### src/rtl/papc_pkg.sv
// constants for the analog and power control register bank
`default_nettype none
package papc_pkg;
    // ------------------------------------------------------------
    // register indices (byte address = index * 4)
    // ------------------------------------------------------------
    localparam logic [13:0] DC_CORR_IDX    = 14'h0410;
    localparam logic [13:0] FILT1_IDX      = 14'h0416;
    localparam logic [13:0] EQ_IDX         = 14'h0418;
    localparam logic [13:0] SUP_OVR_IDX    = 14'h041f;
    localparam logic [13:0] SUP_STAT_IDX   = 14'h0421;
    localparam logic [13:0] DEEP_IDX       = 14'h0428;
    localparam logic [13:0] IDLE_LO_IDX    = 14'h0027;

    // ------------------------------------------------------------
    // values after reset and writable masks
    // ------------------------------------------------------------
    localparam logic [15:0] DC_CORR_RST    = 16'h2000;
    localparam logic [15:0] FILT1_RST      = 16'h0870;
    localparam logic [15:0] EQ_RST         = 16'h0000;
    localparam logic [15:0] SUP_OVR_RST    = 16'h0000;
    localparam logic [15:0] DEEP_RST       = 16'h0000;
    localparam logic [15:0] IDLE_LO_RST    = 16'h0000;
    localparam logic [15:0] FULL_MASK      = 16'hffff;
    localparam logic [15:0] DEEP_MASK      = 16'h003f;
    localparam logic [15:0] IDLE_LO_MASK   = 16'h000f;

    // ------------------------------------------------------------
    // field positions
    // ------------------------------------------------------------
    localparam int FIXED_DC_BIT   = 14;
    localparam int FILT1_LSB      = 8;
    localparam int EQ_LSB         = 8;
    localparam int CORE_FORCE_BIT = 12;
    localparam int IO_FORCE_LSB   = 10;
    localparam int CORE_STAT_BIT  = 2;
    localparam int IO_STAT_LSB    = 0;
    localparam int IDLE_MSB_BIT   = 5;
    localparam int IDLE_EN_BIT    = 4;
    localparam int DPD_FAST_BIT   = 3;
    localparam int DPD_EN_BIT     = 2;
    localparam logic [1:0] IO_FORCED_3V3 = 2'h3;
    localparam logic [1:0] IO_AUTO       = 2'h0;

    // ------------------------------------------------------------
    // timing
    // ------------------------------------------------------------
    localparam longint CLK_HZ       = 25_000_000;
    localparam longint DPD_FAST_MS  = 50;
    localparam longint DPD_SLOW_MS  = 100;
    localparam int     DPD_FAST_CYC = int'(DPD_FAST_MS * CLK_HZ / 1000);
    localparam int     DPD_SLOW_CYC = int'(DPD_SLOW_MS * CLK_HZ / 1000);
    localparam int     DPD_CNT_W    = 22;

    typedef enum logic [1:0] {PAPC_RUN, PAPC_DEEP, PAPC_EXIT} papc_dpd_e;
endpackage : papc_pkg
`default_nettype wire

### src/rtl/papc_idle_gen.sv
// 100BASE-TX idle test pattern generator: a one followed by N zeros
`timescale 1ns/1ns
`default_nettype none
module papc_idle_gen (
    input  wire logic       clk_i,
    input  wire logic       rst_i,
    input  wire logic       en_i,
    input  wire logic [4:0] len_i,
    output logic            bit_o
);
    import papc_pkg::*;

    logic [4:0] count_ff;

    always_ff @(posedge clk_i) begin
        if (rst_i || !en_i || len_i == 5'h00) begin
            count_ff <= 5'h00;
            bit_o    <= 1'b0;
        end else if (count_ff == 5'h00) begin
            count_ff <= len_i;
            bit_o    <= 1'b1;
        end else begin
            count_ff <= count_ff - 5'h01;
            bit_o    <= 1'b0;
        end
    end
endmodule : papc_idle_gen
`default_nettype wire

### src/rtl/papc_dpd_seq.sv
// deep power-down entry and timed exit sequencer
`timescale 1ns/1ns
`default_nettype none
module papc_dpd_seq #(
    parameter int FAST_CYC = 4,
    parameter int SLOW_CYC = 8
) (
    input  wire logic clk_i,
    input  wire logic rst_i,
    input  wire logic enable_i,
    input  wire logic fast_i,
    output logic      deep_o,
    output logic      exit_busy_o
);
    import papc_pkg::*;

    papc_dpd_e              state_ff;
    logic [DPD_CNT_W-1:0]   count_ff;

    // exit length is sampled when the enable drops; a later change of
    // the speed bit does not stretch or cut a running exit
    always_ff @(posedge clk_i) begin
        if (rst_i) begin
            state_ff <= PAPC_RUN;
            count_ff <= '0;
        end else begin
            unique case (state_ff)
                PAPC_RUN: begin
                    if (enable_i) state_ff <= PAPC_DEEP;
                end
                PAPC_DEEP: begin
                    if (!enable_i) begin
                        state_ff <= PAPC_EXIT;
                        count_ff <= fast_i ? DPD_CNT_W'(FAST_CYC - 1)
                                           : DPD_CNT_W'(SLOW_CYC - 1);
                    end
                end
                PAPC_EXIT: begin
                    if (enable_i) state_ff <= PAPC_DEEP;
                    else if (count_ff == '0) state_ff <= PAPC_RUN;
                    else count_ff <= count_ff - 1'b1;
                end
                default: state_ff <= PAPC_RUN;
            endcase
        end
    end

    assign deep_o      = (state_ff == PAPC_DEEP);
    assign exit_busy_o = (state_ff == PAPC_EXIT);
endmodule : papc_dpd_seq
`default_nettype wire

### src/rtl/papc_regs.sv
// analog, supply-detect and deep power-down register bank on wishbone
//
// Summary of operation
// bit 14 selects fixed DC correction
// bits 12:8 drive filter one cut-off
// bits 13:8 drive analog equalizer control
// core force bit makes core supply 3.3V
// io override 11 forces 3.3V, 00 auto
// status reports core bit2, io bits1:0
// software may override supply detection levels
// idle length: msb here, low four elsewhere
// zero length clears shifter, ones give 31
// bit 4 enables idle test pattern
// bit 3 picks 50ms or 100ms exit
// bit 2 enters and leaves deep power-down
// software enables standard power-down beforehand
`timescale 1ns/1ns
`default_nettype none
module papc_regs
    import papc_pkg::*;
#(
    parameter int FAST_CYC = papc_pkg::DPD_FAST_CYC,
    parameter int SLOW_CYC = papc_pkg::DPD_SLOW_CYC
) (
    input  wire logic        clk_i,
    input  wire logic        rst_i,
    // wishbone classic slave
    input  wire logic        wb_cyc_i,
    input  wire logic        wb_stb_i,
    input  wire logic        wb_we_i,
    input  wire logic [15:0] wb_adr_i,
    input  wire logic [3:0]  wb_sel_i,
    input  wire logic [31:0] wb_dat_i,
    output logic [31:0]      wb_dat_o,
    output logic             wb_ack_o,
    // raw detector levels from the analog supply monitors
    input  wire logic        core_supply_det_i,
    input  wire logic [1:0]  io_supply_det_i,
    // controls toward analog and transmit logic
    output logic             fixed_dc_corr_o,
    output logic [4:0]       filter1_cutoff_o,
    output logic [5:0]       eq_ctrl_o,
    output logic             analog_core_supply_o,
    output logic [1:0]       io_supply_level_o,
    output logic             idle_test_en_o,
    output logic             idle_test_bit_o,
    output logic             deep_sleep_control_o,
    output logic             dpd_exit_busy_o
);
    import papc_pkg::*;

    // ------------------------------------------------------------
    // helpers
    // ------------------------------------------------------------
    // merge a 16-bit write through the two low byte lanes and a mask
    function automatic logic [15:0] wr_merge(
        input logic [15:0] old_v,
        input logic [31:0] dat,
        input logic [3:0]  sel,
        input logic [15:0] mask
    );
        logic [15:0] lanes;
        lanes   = {{8{sel[1]}}, {8{sel[0]}}} & mask;
        wr_merge = (dat[15:0] & lanes) | (old_v & ~lanes);
    endfunction : wr_merge

    function automatic logic [31:0] rd_word(input logic [15:0] v);
        rd_word = {16'h0000, v};
    endfunction : rd_word

    // true when the decoded word index names the given register
    function automatic logic reg_hit(input logic [13:0] at, input logic [13:0] reg_idx);
        reg_hit = (at == reg_idx);
    endfunction : reg_hit

    // ------------------------------------------------------------
    // bus decode
    // ------------------------------------------------------------
    logic [13:0] idx;
    logic        req;
    logic        wr_go;
    logic        ack_ff;

    assign idx   = wb_adr_i[15:2];
    assign req   = wb_cyc_i && wb_stb_i && !ack_ff;
    assign wr_go = req && wb_we_i;

    // one wait state: ack in the cycle after the request is seen, and
    // dropped after a single cycle so back-to-back requests stay apart
    always_ff @(posedge clk_i) begin
        if (rst_i) ack_ff <= 1'b0;
        else       ack_ff <= req;
    end

    assign wb_ack_o = ack_ff;

    // ------------------------------------------------------------
    // control registers
    // ------------------------------------------------------------
    logic [15:0] dc_corr_ff;
    logic [15:0] filt1_ff;
    logic [15:0] eq_ff;
    logic [15:0] sup_ovr_ff;
    logic [15:0] deep_ff;
    logic [15:0] idle_lo_ff;

    // ------------------------------------------------------------
    // write strobes
    // ------------------------------------------------------------
    // each strobe is high only at the edge that takes the write, so a
    // request held through its ack cycle cannot write twice
    logic wr_dc_corr;
    logic wr_filt1;
    logic wr_eq;
    logic wr_sup_ovr;
    logic wr_deep;
    logic wr_idle_lo;

    assign wr_dc_corr = wr_go && reg_hit(idx, DC_CORR_IDX);
    assign wr_filt1   = wr_go && reg_hit(idx, FILT1_IDX);
    assign wr_eq      = wr_go && reg_hit(idx, EQ_IDX);
    assign wr_sup_ovr = wr_go && reg_hit(idx, SUP_OVR_IDX);
    assign wr_deep    = wr_go && reg_hit(idx, DEEP_IDX);
    assign wr_idle_lo = wr_go && reg_hit(idx, IDLE_LO_IDX);

    // ------------------------------------------------------------
    // next register values
    // ------------------------------------------------------------
    // bits 15:6 of the deep power-down word are read-only zero and the
    // idle length word keeps only its low four bits; the masks hold them
    logic [15:0] nxt_dc_corr;
    logic [15:0] nxt_filt1;
    logic [15:0] nxt_eq;
    logic [15:0] nxt_sup_ovr;
    logic [15:0] nxt_deep;
    logic [15:0] nxt_idle_lo;

    always_comb begin
        nxt_dc_corr = wr_dc_corr ? wr_merge(dc_corr_ff, wb_dat_i, wb_sel_i, FULL_MASK) : dc_corr_ff;
        nxt_filt1   = wr_filt1 ? wr_merge(filt1_ff, wb_dat_i, wb_sel_i, FULL_MASK) : filt1_ff;
        nxt_eq      = wr_eq ? wr_merge(eq_ff, wb_dat_i, wb_sel_i, FULL_MASK) : eq_ff;
        nxt_sup_ovr = wr_sup_ovr ? wr_merge(sup_ovr_ff, wb_dat_i, wb_sel_i, FULL_MASK) : sup_ovr_ff;
        nxt_deep    = wr_deep ? wr_merge(deep_ff, wb_dat_i, wb_sel_i, DEEP_MASK) : deep_ff;
        nxt_idle_lo = wr_idle_lo ? wr_merge(idle_lo_ff, wb_dat_i, wb_sel_i, IDLE_LO_MASK) : idle_lo_ff;
    end

    // each word returns to its power-up value on reset
    always_ff @(posedge clk_i) begin
        if (rst_i) dc_corr_ff <= DC_CORR_RST;
        else       dc_corr_ff <= nxt_dc_corr;
    end

    always_ff @(posedge clk_i) begin
        if (rst_i) filt1_ff <= FILT1_RST;
        else       filt1_ff <= nxt_filt1;
    end

    always_ff @(posedge clk_i) begin
        if (rst_i) eq_ff <= EQ_RST;
        else       eq_ff <= nxt_eq;
    end

    always_ff @(posedge clk_i) begin
        if (rst_i) sup_ovr_ff <= SUP_OVR_RST;
        else       sup_ovr_ff <= nxt_sup_ovr;
    end

    always_ff @(posedge clk_i) begin
        if (rst_i) deep_ff <= DEEP_RST;
        else       deep_ff <= nxt_deep;
    end

    always_ff @(posedge clk_i) begin
        if (rst_i) idle_lo_ff <= IDLE_LO_RST;
        else       idle_lo_ff <= nxt_idle_lo;
    end

    // ------------------------------------------------------------
    // analog control outputs
    // ------------------------------------------------------------
    assign fixed_dc_corr_o  = dc_corr_ff[FIXED_DC_BIT];
    assign filter1_cutoff_o = filt1_ff[FILT1_LSB +: 5];
    assign eq_ctrl_o        = eq_ff[EQ_LSB +: 6];

    // ------------------------------------------------------------
    // supply detection
    // ------------------------------------------------------------
    // detector levels come from the analog domain and are synchronised
    // the two io bits may settle a cycle apart; a mixed code lasts one
    // cycle and is harmless since the levels only move at power-up
    logic       core_meta_ff;
    logic       core_sync_ff;
    logic [1:0] io_meta_ff;
    logic [1:0] io_sync_ff;

    always_ff @(posedge clk_i) begin
        if (rst_i) begin
            core_meta_ff <= 1'b0;
            core_sync_ff <= 1'b0;
            io_meta_ff   <= 2'h0;
            io_sync_ff   <= 2'h0;
        end else begin
            core_meta_ff <= core_supply_det_i;
            core_sync_ff <= core_meta_ff;
            io_meta_ff   <= io_supply_det_i;
            io_sync_ff   <= io_meta_ff;
        end
    end

    logic       nxt_core_lvl;
    logic [1:0] nxt_io_lvl;
    logic       core_lvl_ff;
    logic [1:0] io_lvl_ff;

    // override codes 01 and 10 are undefined; they fall back to the
    // detector rather than inventing a level
    always_comb begin
        nxt_core_lvl = sup_ovr_ff[CORE_FORCE_BIT] ? 1'b1 : core_sync_ff;
        if (sup_ovr_ff[IO_FORCE_LSB +: 2] == IO_FORCED_3V3)
            nxt_io_lvl = IO_FORCED_3V3;
        else
            nxt_io_lvl = io_sync_ff;
    end

    always_ff @(posedge clk_i) begin
        if (rst_i) begin
            core_lvl_ff <= 1'b0;
            io_lvl_ff   <= 2'h0;
        end else begin
            core_lvl_ff <= nxt_core_lvl;
            io_lvl_ff   <= nxt_io_lvl;
        end
    end

    // levels come from flops so the analog side never sees a glitch
    // from the override mux
    assign analog_core_supply_o = core_lvl_ff;
    assign io_supply_level_o    = io_lvl_ff;

    // status shows the effective levels, not the raw detector, so
    // software reads back what an override did
    logic [15:0] sup_stat;
    always_comb begin
        sup_stat                    = 16'h0000;
        sup_stat[CORE_STAT_BIT]     = core_lvl_ff;
        sup_stat[IO_STAT_LSB +: 2]  = io_lvl_ff;
    end

    // ------------------------------------------------------------
    // idle test pattern
    // ------------------------------------------------------------
    // a zero length holds the serial bit low instead of sending ones
    // back to back
    logic [4:0] idle_len;
    assign idle_len       = {deep_ff[IDLE_MSB_BIT], idle_lo_ff[3:0]};
    assign idle_test_en_o = deep_ff[IDLE_EN_BIT];

    papc_idle_gen u_idle (
        .clk_i (clk_i),
        .rst_i (rst_i),
        .en_i  (deep_ff[IDLE_EN_BIT]),
        .len_i (idle_len),
        .bit_o (idle_test_bit_o)
    );

    // ------------------------------------------------------------
    // deep power-down
    // ------------------------------------------------------------
    // the standard power-down that must precede entry lives outside
    // this bank; entry here trusts software to have done it
    papc_dpd_seq #(
        .FAST_CYC (FAST_CYC),
        .SLOW_CYC (SLOW_CYC)
    ) u_dpd (
        .clk_i       (clk_i),
        .rst_i       (rst_i),
        .enable_i    (deep_ff[DPD_EN_BIT]),
        .fast_i      (deep_ff[DPD_FAST_BIT]),
        .deep_o      (deep_sleep_control_o),
        .exit_busy_o (dpd_exit_busy_o)
    );

    // ------------------------------------------------------------
    // read data
    // ------------------------------------------------------------
    // unmapped words ack normally and read zero, so a stray probe
    // never stalls the bus
    logic [31:0] nxt_rdata;
    always_comb begin
        unique case (idx)
            DC_CORR_IDX:  nxt_rdata = rd_word(dc_corr_ff);
            FILT1_IDX:    nxt_rdata = rd_word(filt1_ff);
            EQ_IDX:       nxt_rdata = rd_word(eq_ff);
            SUP_OVR_IDX:  nxt_rdata = rd_word(sup_ovr_ff);
            SUP_STAT_IDX: nxt_rdata = rd_word(sup_stat);
            DEEP_IDX:     nxt_rdata = rd_word(deep_ff);
            IDLE_LO_IDX:  nxt_rdata = rd_word(idle_lo_ff);
            default:      nxt_rdata = 32'h0000_0000;
        endcase
    end

    always_ff @(posedge clk_i) begin
        if (rst_i)                 wb_dat_o <= 32'h0000_0000;
        else if (req && !wb_we_i)  wb_dat_o <= nxt_rdata;
    end
endmodule : papc_regs
`default_nettype wire

### config.mk
export PLATFORM = sky130hd
export DESIGN_NAME = papc_regs
export DESIGN_NICKNAME = d
export VERILOG_FILES = /design/src/rtl/papc_pkg.sv /design/src/rtl/papc_idle_gen.sv /design/src/rtl/papc_dpd_seq.sv /design/src/rtl/papc_regs.sv
export SDC_FILE = /design/constraint.sdc
export NUM_CORES = 1
export LEC_CHECK = 0
export ABC_AREA = 1
export BUFFER_PORTS_ARGS = -buffer_cell sky130_fd_sc_hd__buf_2
export CORE_AREA = 2 2 117 119
export DETAILED_ROUTE_END_ITERATION = 7
export DIE_AREA = 0 0 119 121
export GPL_TIMING_DRIVEN = 0
export PLACE_DENSITY = 0.82
export RECOVER_POWER = 25
export SYNTH_ARGS = -nofsm -noshare
export SYNTH_HDL_FRONTEND = slang
export SYNTH_SLANG_ARGS = --single-unit
### constraint.sdc
create_clock -name clk_i -period 3.47 [get_ports clk_i]
set_input_delay 1.041 -clock clk_i [delete_from_list [all_inputs] [get_ports clk_i]]
set_output_delay 1.041 -clock clk_i [all_outputs]
set_load 0.05 [all_outputs]
==> run_results.csv, run 1 <==
group,metric,value,unit
cells_and_area,fillCellCount,1222,
sta,hold_ws,0.404,ns
cells_and_area,syn2layout_area_growth,17.2,%
worst_hold_path,hold_start,"io_meta_ff[1]$_SDFF_PP0_",
worst_setup_path,crit_path_start_kind,"flip-flop",
detailed_routing,vias,6248,
power_and_ir_drop,vdd_drop_max,294,µV
worst_setup_path,worst-setup-path-type,"flip-flop to output pin",
grt,grt_pass1_vias,5803,
worst_setup_path,r2r-start,"u_dpd.count_ff[0]$_SDFFE_PP0P_",
placed_design,io_buffers,75,
floorplanning,die_y,121,µm
power_and_ir_drop,leakage,3.43,nW
synth,seq_area_frac_synth,40.1,%
sta,finalCritPeriodShare,85.6,%
clock_tree,post_cts.repair.setup_buffers,0,
synth,synth_seq_cells,130,
worst_setup_path,crit_start,"u_dpd.state_ff[0]$_SDFFE_PP0P_",
sta,fmaxAchievable,337,MHz
detailed_routing,drc,0,
sta,clock_skew,0.00954,ns
synth,postSynthAreaPerCell,7.50,µm²
detailed_routing,ant_nets,0,
floorplanning,die-width,119,µm
placed_design,placed_cell_area,7140,µm²
floorplanning,ios,112,
worst_setup_path,cp_max_fo,10,
worst_setup_path,critical_path_arrival,1.93,ns
clock_tree,ctsHoldBuffers,0,
grt,antenna_found_initial,0,
floorplanning,die-area,14400,µm²
grt,grt_overflow,0,
synth,netlist_instances,866,
grt,track_usage,25.2,%
clock_tree,path_clk_slew,0.06,ns
floorplanning,start_util,49.6,%
clock_tree,clock_latency,0.42,ns
clock_tree,clock-sinks,130,
detailed_routing,viasPerCell,5.37,
status,outcome,"complete, no violations",
sta,min_period,2.97,ns
synth,yosys_warnings,0,
sta,worst_pin_slew,0.750,ns
power_and_ir_drop,pwr_density_cell,446,nW/µm²
cells_and_area,final_area,7600,µm²
clock_tree,post_cts_resized,0,
clock_tree,clock_path_buffers,2,
clock_tree,cts_tree,"built",
synth,ys_types,40,
cells_and_area,drive_gt1_share,22.2,%
sta,slew_headroom,49.8,%
sta,grt_setup_unrepaired,"no",
floorplanning,core_area,13100,µm²
worst_setup_path,cp.required,2.43,ns
floorplanning,fp-row-count,42,
clock_tree,cts_inserted_buffers,17,
sta,hold_viol,0,
grt,grt_pass1_wl,28600,µm
cells_and_area,nets,1037,
detailed_routing,routed_wirelength,17400,µm
sta,fin_setup_tns,0,ns
sta,slew_violations,0,
cells_and_area,diodes,0,
cells_and_area,utilization,58.1,%
sta,finalSetupViolCount,0,
placed_design,dp_hpwl,12500,µm
clock_tree,htreeDepth,4,
cells_and_area,layout_common_cells,"130 x dfxtp_1, 124 x nand2_1, 108 x nand3_1",
detailed_routing,firstDrtPassIters,5,
detailed_routing,drt_iter0_markers,584,
grt,grt_max_degree,17,
worst_hold_path,hp-class,"flip-flop to flip-flop",
synth,netlist_area,6490,µm²
cells_and_area,final_common_cell,"dfxtp_1",
detailed_routing,routedWlPerCell,14.9,µm
worst_setup_path,end_kind,"output pin",
clock_tree,cts-root-buf,"clkbuf_16",
placed_design,finalWeightedCongestion,0.948,
job,cap_violations,0,
## worst paths after layout
kind / to / slack (ns) / cells after the start
setup / recovery: dpd_exit_busy_o / 0.50 / 5
hold / removal: io_sync_ff[1]$_SDFF_PP0_ / 0.40 / 2
setup reg to reg: u_dpd.count_ff[20]$_SDFFE_PP0P_ / 1.02 / 10
hold reg to reg: io_sync_ff[1]$_SDFF_PP0_ / 0.40 / 2
## power breakdown
part           switching, W  internal [W]  leakage [nW]
sequential       0.00000240       0.00150          1.05
combinational      0.000132     0.0000469          2.10
clock              0.000701       0.00101         0.273
## Yosys cell counts, drive strengths merged
master / n / area (µm²)
ha: 2 / 25.0
nor3: 4 / 30.0
clkbuf: 14 / 52.6
nand3: 111 / 591
nor3b: 1 / 7.51
nor2: 100 / 561
conb: 1 / 3.75
nand3b: 2 / 15.0
nand2: 135 / 554
nand4: 14 / 93.8
dfxtp: 130 / 2600
buf: 52 / 429
o211ai: 4 / 30.0
a211oi: 5 / 37.5
xnor2: 2 / 17.5
clkinv: 1 / 3.75
xor2: 2 / 17.5
o31ai: 1 / 7.51
inv: 87 / 332
o21ai: 87 / 458
a21oi: 111 / 623
## critical path, cell delays in order, from the launching register on
cell and delay, ns:
dfxtp_1 0.31, inv_1 0.06, nand2_1 0.15, inv_1 0.19
clkbuf_1 0.43, buf_2 0.36
## metal layers
| metal | vias to the layer above | GRT usage [%] | share of wire (%) |
|---|---|---|---|
| met5 | - | 0 | 0 |
| li1 | 3044 | - | - |
| met1 | 2846 | 32.3 | 43 |
| met3 | 39 | 5.73 | 8.9 |
| met4 | 0 | 9.45 | 2.2 |
| met2 | 319 | 41.4 | 46 |
## final cells by class
class	instances	area [µm²]	share of cell area [%]
Inverter	88	335	4.41
Tap cell	176	220	2.90
Multi-Input combinational cell	597	3050	40.1
Sequential cell	130	2600	34.2
Timing Repair Buffer	75	373	4.90
Clock inverter	14	129	1.69
Buffer	66	459	6.04
Clock buffer	18	439	5.77
## stage by stage
| step | setup WS [ns] | total power, W | std cells |
|---|---|---|---|
| after global routing | 0.348 | 0.00348 | 1164 |
| after CTS | 0.509 | 0.00341 | 1164 |
| after global placement | 0.628 | 0.00171 | 1132 |
| final | 0.500 | 0.00339 | 1164 |
| after floorplan | 1.23 | 0.00165 | 881 |
| after detailed placement | 0.636 | 0.00171 | 1132 |
## logic make-up (layout without fill, tap and decap cells)
kind of cell	after synthesis	count (layout)	share of synthesized area, %
AO/OA/AOI/OAI	208	208	17.8
XOR/XNOR	4	4	0.540
adder cells (fa/ha/maj)	2	2	0.385
buffers and inverters	154	261	12.6
flip-flops	130	130	40.1
other	1	16	0.0578
AND/OR/NAND/NOR	367	367	28.5
Power figures use the tool's default switching activity.
==> run 2, diff against run 1 <==
--- a/config.mk
+++ b/config.mk
@@ -7,11 +7,11 @@
 export LEC_CHECK = 0
 export ABC_AREA = 1
 export BUFFER_PORTS_ARGS = -buffer_cell sky130_fd_sc_hd__buf_2
-export CORE_AREA = 2 2 117 119
+export CORE_AREA = 2 2 165 167
 export DETAILED_ROUTE_END_ITERATION = 7
-export DIE_AREA = 0 0 119 121
+export DIE_AREA = 0 0 167 169
 export GPL_TIMING_DRIVEN = 0
-export PLACE_DENSITY = 0.82
+export PLACE_DENSITY = 0.51
 export RECOVER_POWER = 25
 export SYNTH_ARGS = -nofsm -noshare
 export SYNTH_HDL_FRONTEND = slang
==> constraint.sdc (replaced) <==
create_clock -name clk_i -period 2.9 [get_ports clk_i]
set_input_delay 0.87 -clock clk_i [delete_from_list [all_inputs] [get_ports clk_i]]
set_output_delay 0.87 -clock clk_i [all_outputs]
set_load 0.05 [all_outputs]
==> run_results.csv, run 2 (synthesis gave the netlist of run 1 again) <==
group,metric,value,unit
worst_setup_path,worst-setup-path-type,"primary input to flip-flop",
clock_tree,clock_latency,0.43,ns
clock_tree,htreeDepth,4,
cells_and_area,final_common_cell,"dfxtp_1",
power_and_ir_drop,finalPower,0.00415,W
cells_and_area,diodes,0,
cells_and_area,multi_input_area,3070,µm²
sta,min_period,2.59,ns
placed_design,dp_slack,0.180,ns
clock_tree,ctsHoldBuffers,0,
clock_tree,cts-root-buf,"clkbuf_16",
power_and_ir_drop,leakage,3.41,nW
worst_setup_path,critical_path_arrival,2.94,ns
sta,finalSetupViolCount,0,
floorplanning,fp-row-count,60,
worst_hold_path,hp-class,"flip-flop to flip-flop",
floorplanning,ios,112,
clock_tree,post_cts_resized,0,
sta,fin_setup_tns,0,ns
power_and_ir_drop,pwr_density_cell,530,nW/µm²
placed_design,dp_hpwl,14800,µm
clock_tree,cts_tree,"built",
worst_setup_path,cp_max_fo,10,
clock_tree,clock-sinks,130,
cells_and_area,fillCellCount,2906,
floorplanning,start_util,24.5,%
cells_and_area,syn2layout_area_growth,20.8,%
detailed_routing,vias,5969,
grt,grt_max_degree,17,
sta,slew_headroom,51.6,%
sta,postLayoutSetupSlackWorst,0.310,ns
power_and_ir_drop,vdd_drop_max,307,µV
worst_setup_path,end_kind,"flip-flop",
clock_tree,cts_inserted_buffers,17,
detailed_routing,drc,0,
job,cap_violations,0,
sta,grt_setup_unrepaired,"no",
cells_and_area,ff_latch_area,2600,µm²
worst_setup_path,crit_path_start_kind,"primary input",
placed_design,io_buffers,75,
clock_tree,path_clk_slew,0.06,ns
status,outcome,"complete, no violations",
floorplanning,die_y,169,µm
detailed_routing,firstDrtPassIters,5,
grt,grt_pass1_wl,31500,µm
grt,grt_overflow,0,
floorplanning,die-width,167,µm
floorplanning,core_area,26500,µm²
cells_and_area,nets,1036,
floorplanning,die-area,28200,µm²
sta,finalCritPeriodShare,89.3,%
placed_design,finalWeightedCongestion,0.865,
detailed_routing,ant_nets,0,
detailed_routing,drt_iter0_markers,364,
detailed_routing,routed_wirelength,20000,µm
detailed_routing,viasPerCell,4.50,
sta,slew_violations,0,
grt,track_usage,14.4,%
cells_and_area,layout_common_cells,"130 x dfxtp_1, 125 x nand2_1, 107 x nand3_1",
clock_tree,clock_path_buffers,2,
grt,antenna_found_initial,0,
sta,hold_viol,0,
detailed_routing,routedWlPerCell,15.1,µm
sta,worst_pin_slew,0.723,ns
cells_and_area,drive_gt1_share,21.4,%
worst_setup_path,cp.required,3.25,ns
grt,grt_pass1_vias,5630,
sta,fmaxAchievable,386,MHz
sta,clock_skew,0.0129,ns
## run 2: cell types whose count changed in the layout (fill, tap and decap cells not counted), sizes merged
cell / previous run / this run
buf: 120 / 112
clkbuf: 39 / 46
clkinv: 7 / 5
bufinv: 1 / 2
clkinvlp: 3 / 2
inv: 91 / 92
## run 2: final cells by class
| class | count | area share (%) |
|---|---|---|
| Sequential cell | 130 | 33.2 |
| Clock inverter | 13 | 1.95 |
| Clock buffer | 18 | 5.47 |
| Multi-Input combinational cell | 597 | 39.2 |
| Inverter | 88 | 4.28 |
| Buffer | 65 | 5.86 |
| Tap cell | 341 | 5.44 |
| Timing Repair Buffer | 75 | 4.61 |
## run 2: per-stage QoR
stage / std cells / util, % / hold slack [ns] / instance area [µm²]
after floorplan: 881 / - / 0.388 / 6550
after global placement: 1297 / 27.7 / 0.395 / 7350
after detailed placement: 1297 / 27.7 / 0.396 / 7350
after CTS: 1328 / 29.9 / 0.405 / 7930
after global routing: 1327 / 29.6 / 0.434 / 7840
final: 1327 / 29.6 / 0.401 / 7840
## run 2: layer usage
layer / GRT usage, % / vias up / part of all wire, %
met5: 0 / - / 0
li1: - / 3047 / -
met1: 19.2 / 2736 / 48
met2: 22.7 / 160 / 45
met4: 4.80 / 0 / 1.9
met3: 3.62 / 26 / 5.9
## run 2: what timing repair did
action,CTS,global route
buffers inserted,0,0
endpoints found under the setup margin,0,1
endpoints found under the hold margin,0,0
## run 2: worst paths after layout
path / from / endpoint / slack [ns] / cells after the start
worst min register to register: io_meta_ff[0]$_SDFF_PP0_ / io_sync_ff[0]$_SDFF_PP0_ / 0.40 / 2
worst max register to register: wb_ack_o$_SDFF_PP0_ / flip-flop / 0.53 / 8
worst min-delay path: io_meta_ff[0]$_SDFF_PP0_ / io_sync_ff[0]$_SDFF_PP0_ / 0.40 / 2
worst max-delay path: wb_stb_i / flip-flop / 0.31 / 10
## run 2: where the power goes
| group | leakage (nW) | switching (W) | internal, W |
|---|---|---|---|
| Combinational | 2.09 | 0.000163 | 0.0000560 |
| Sequential | 1.05 | 0.00000188 | 0.00179 |
| Clock | 0.280 | 0.000864 | 0.00128 |
| Total | 3.41 | 0.00103 | 0.00313 |
## run 2: worst max-delay path, stage by stage
cell and delay [ns]:
buf_2 0.07, inv_1 0.04, nor2_2 0.08, nand3_1 0.24, inv_1 0.20, nand2_1 0.19
nor2_1 0.53, clkbuf_1 0.44, o21ai_0 0.14, a21oi_1 0.13
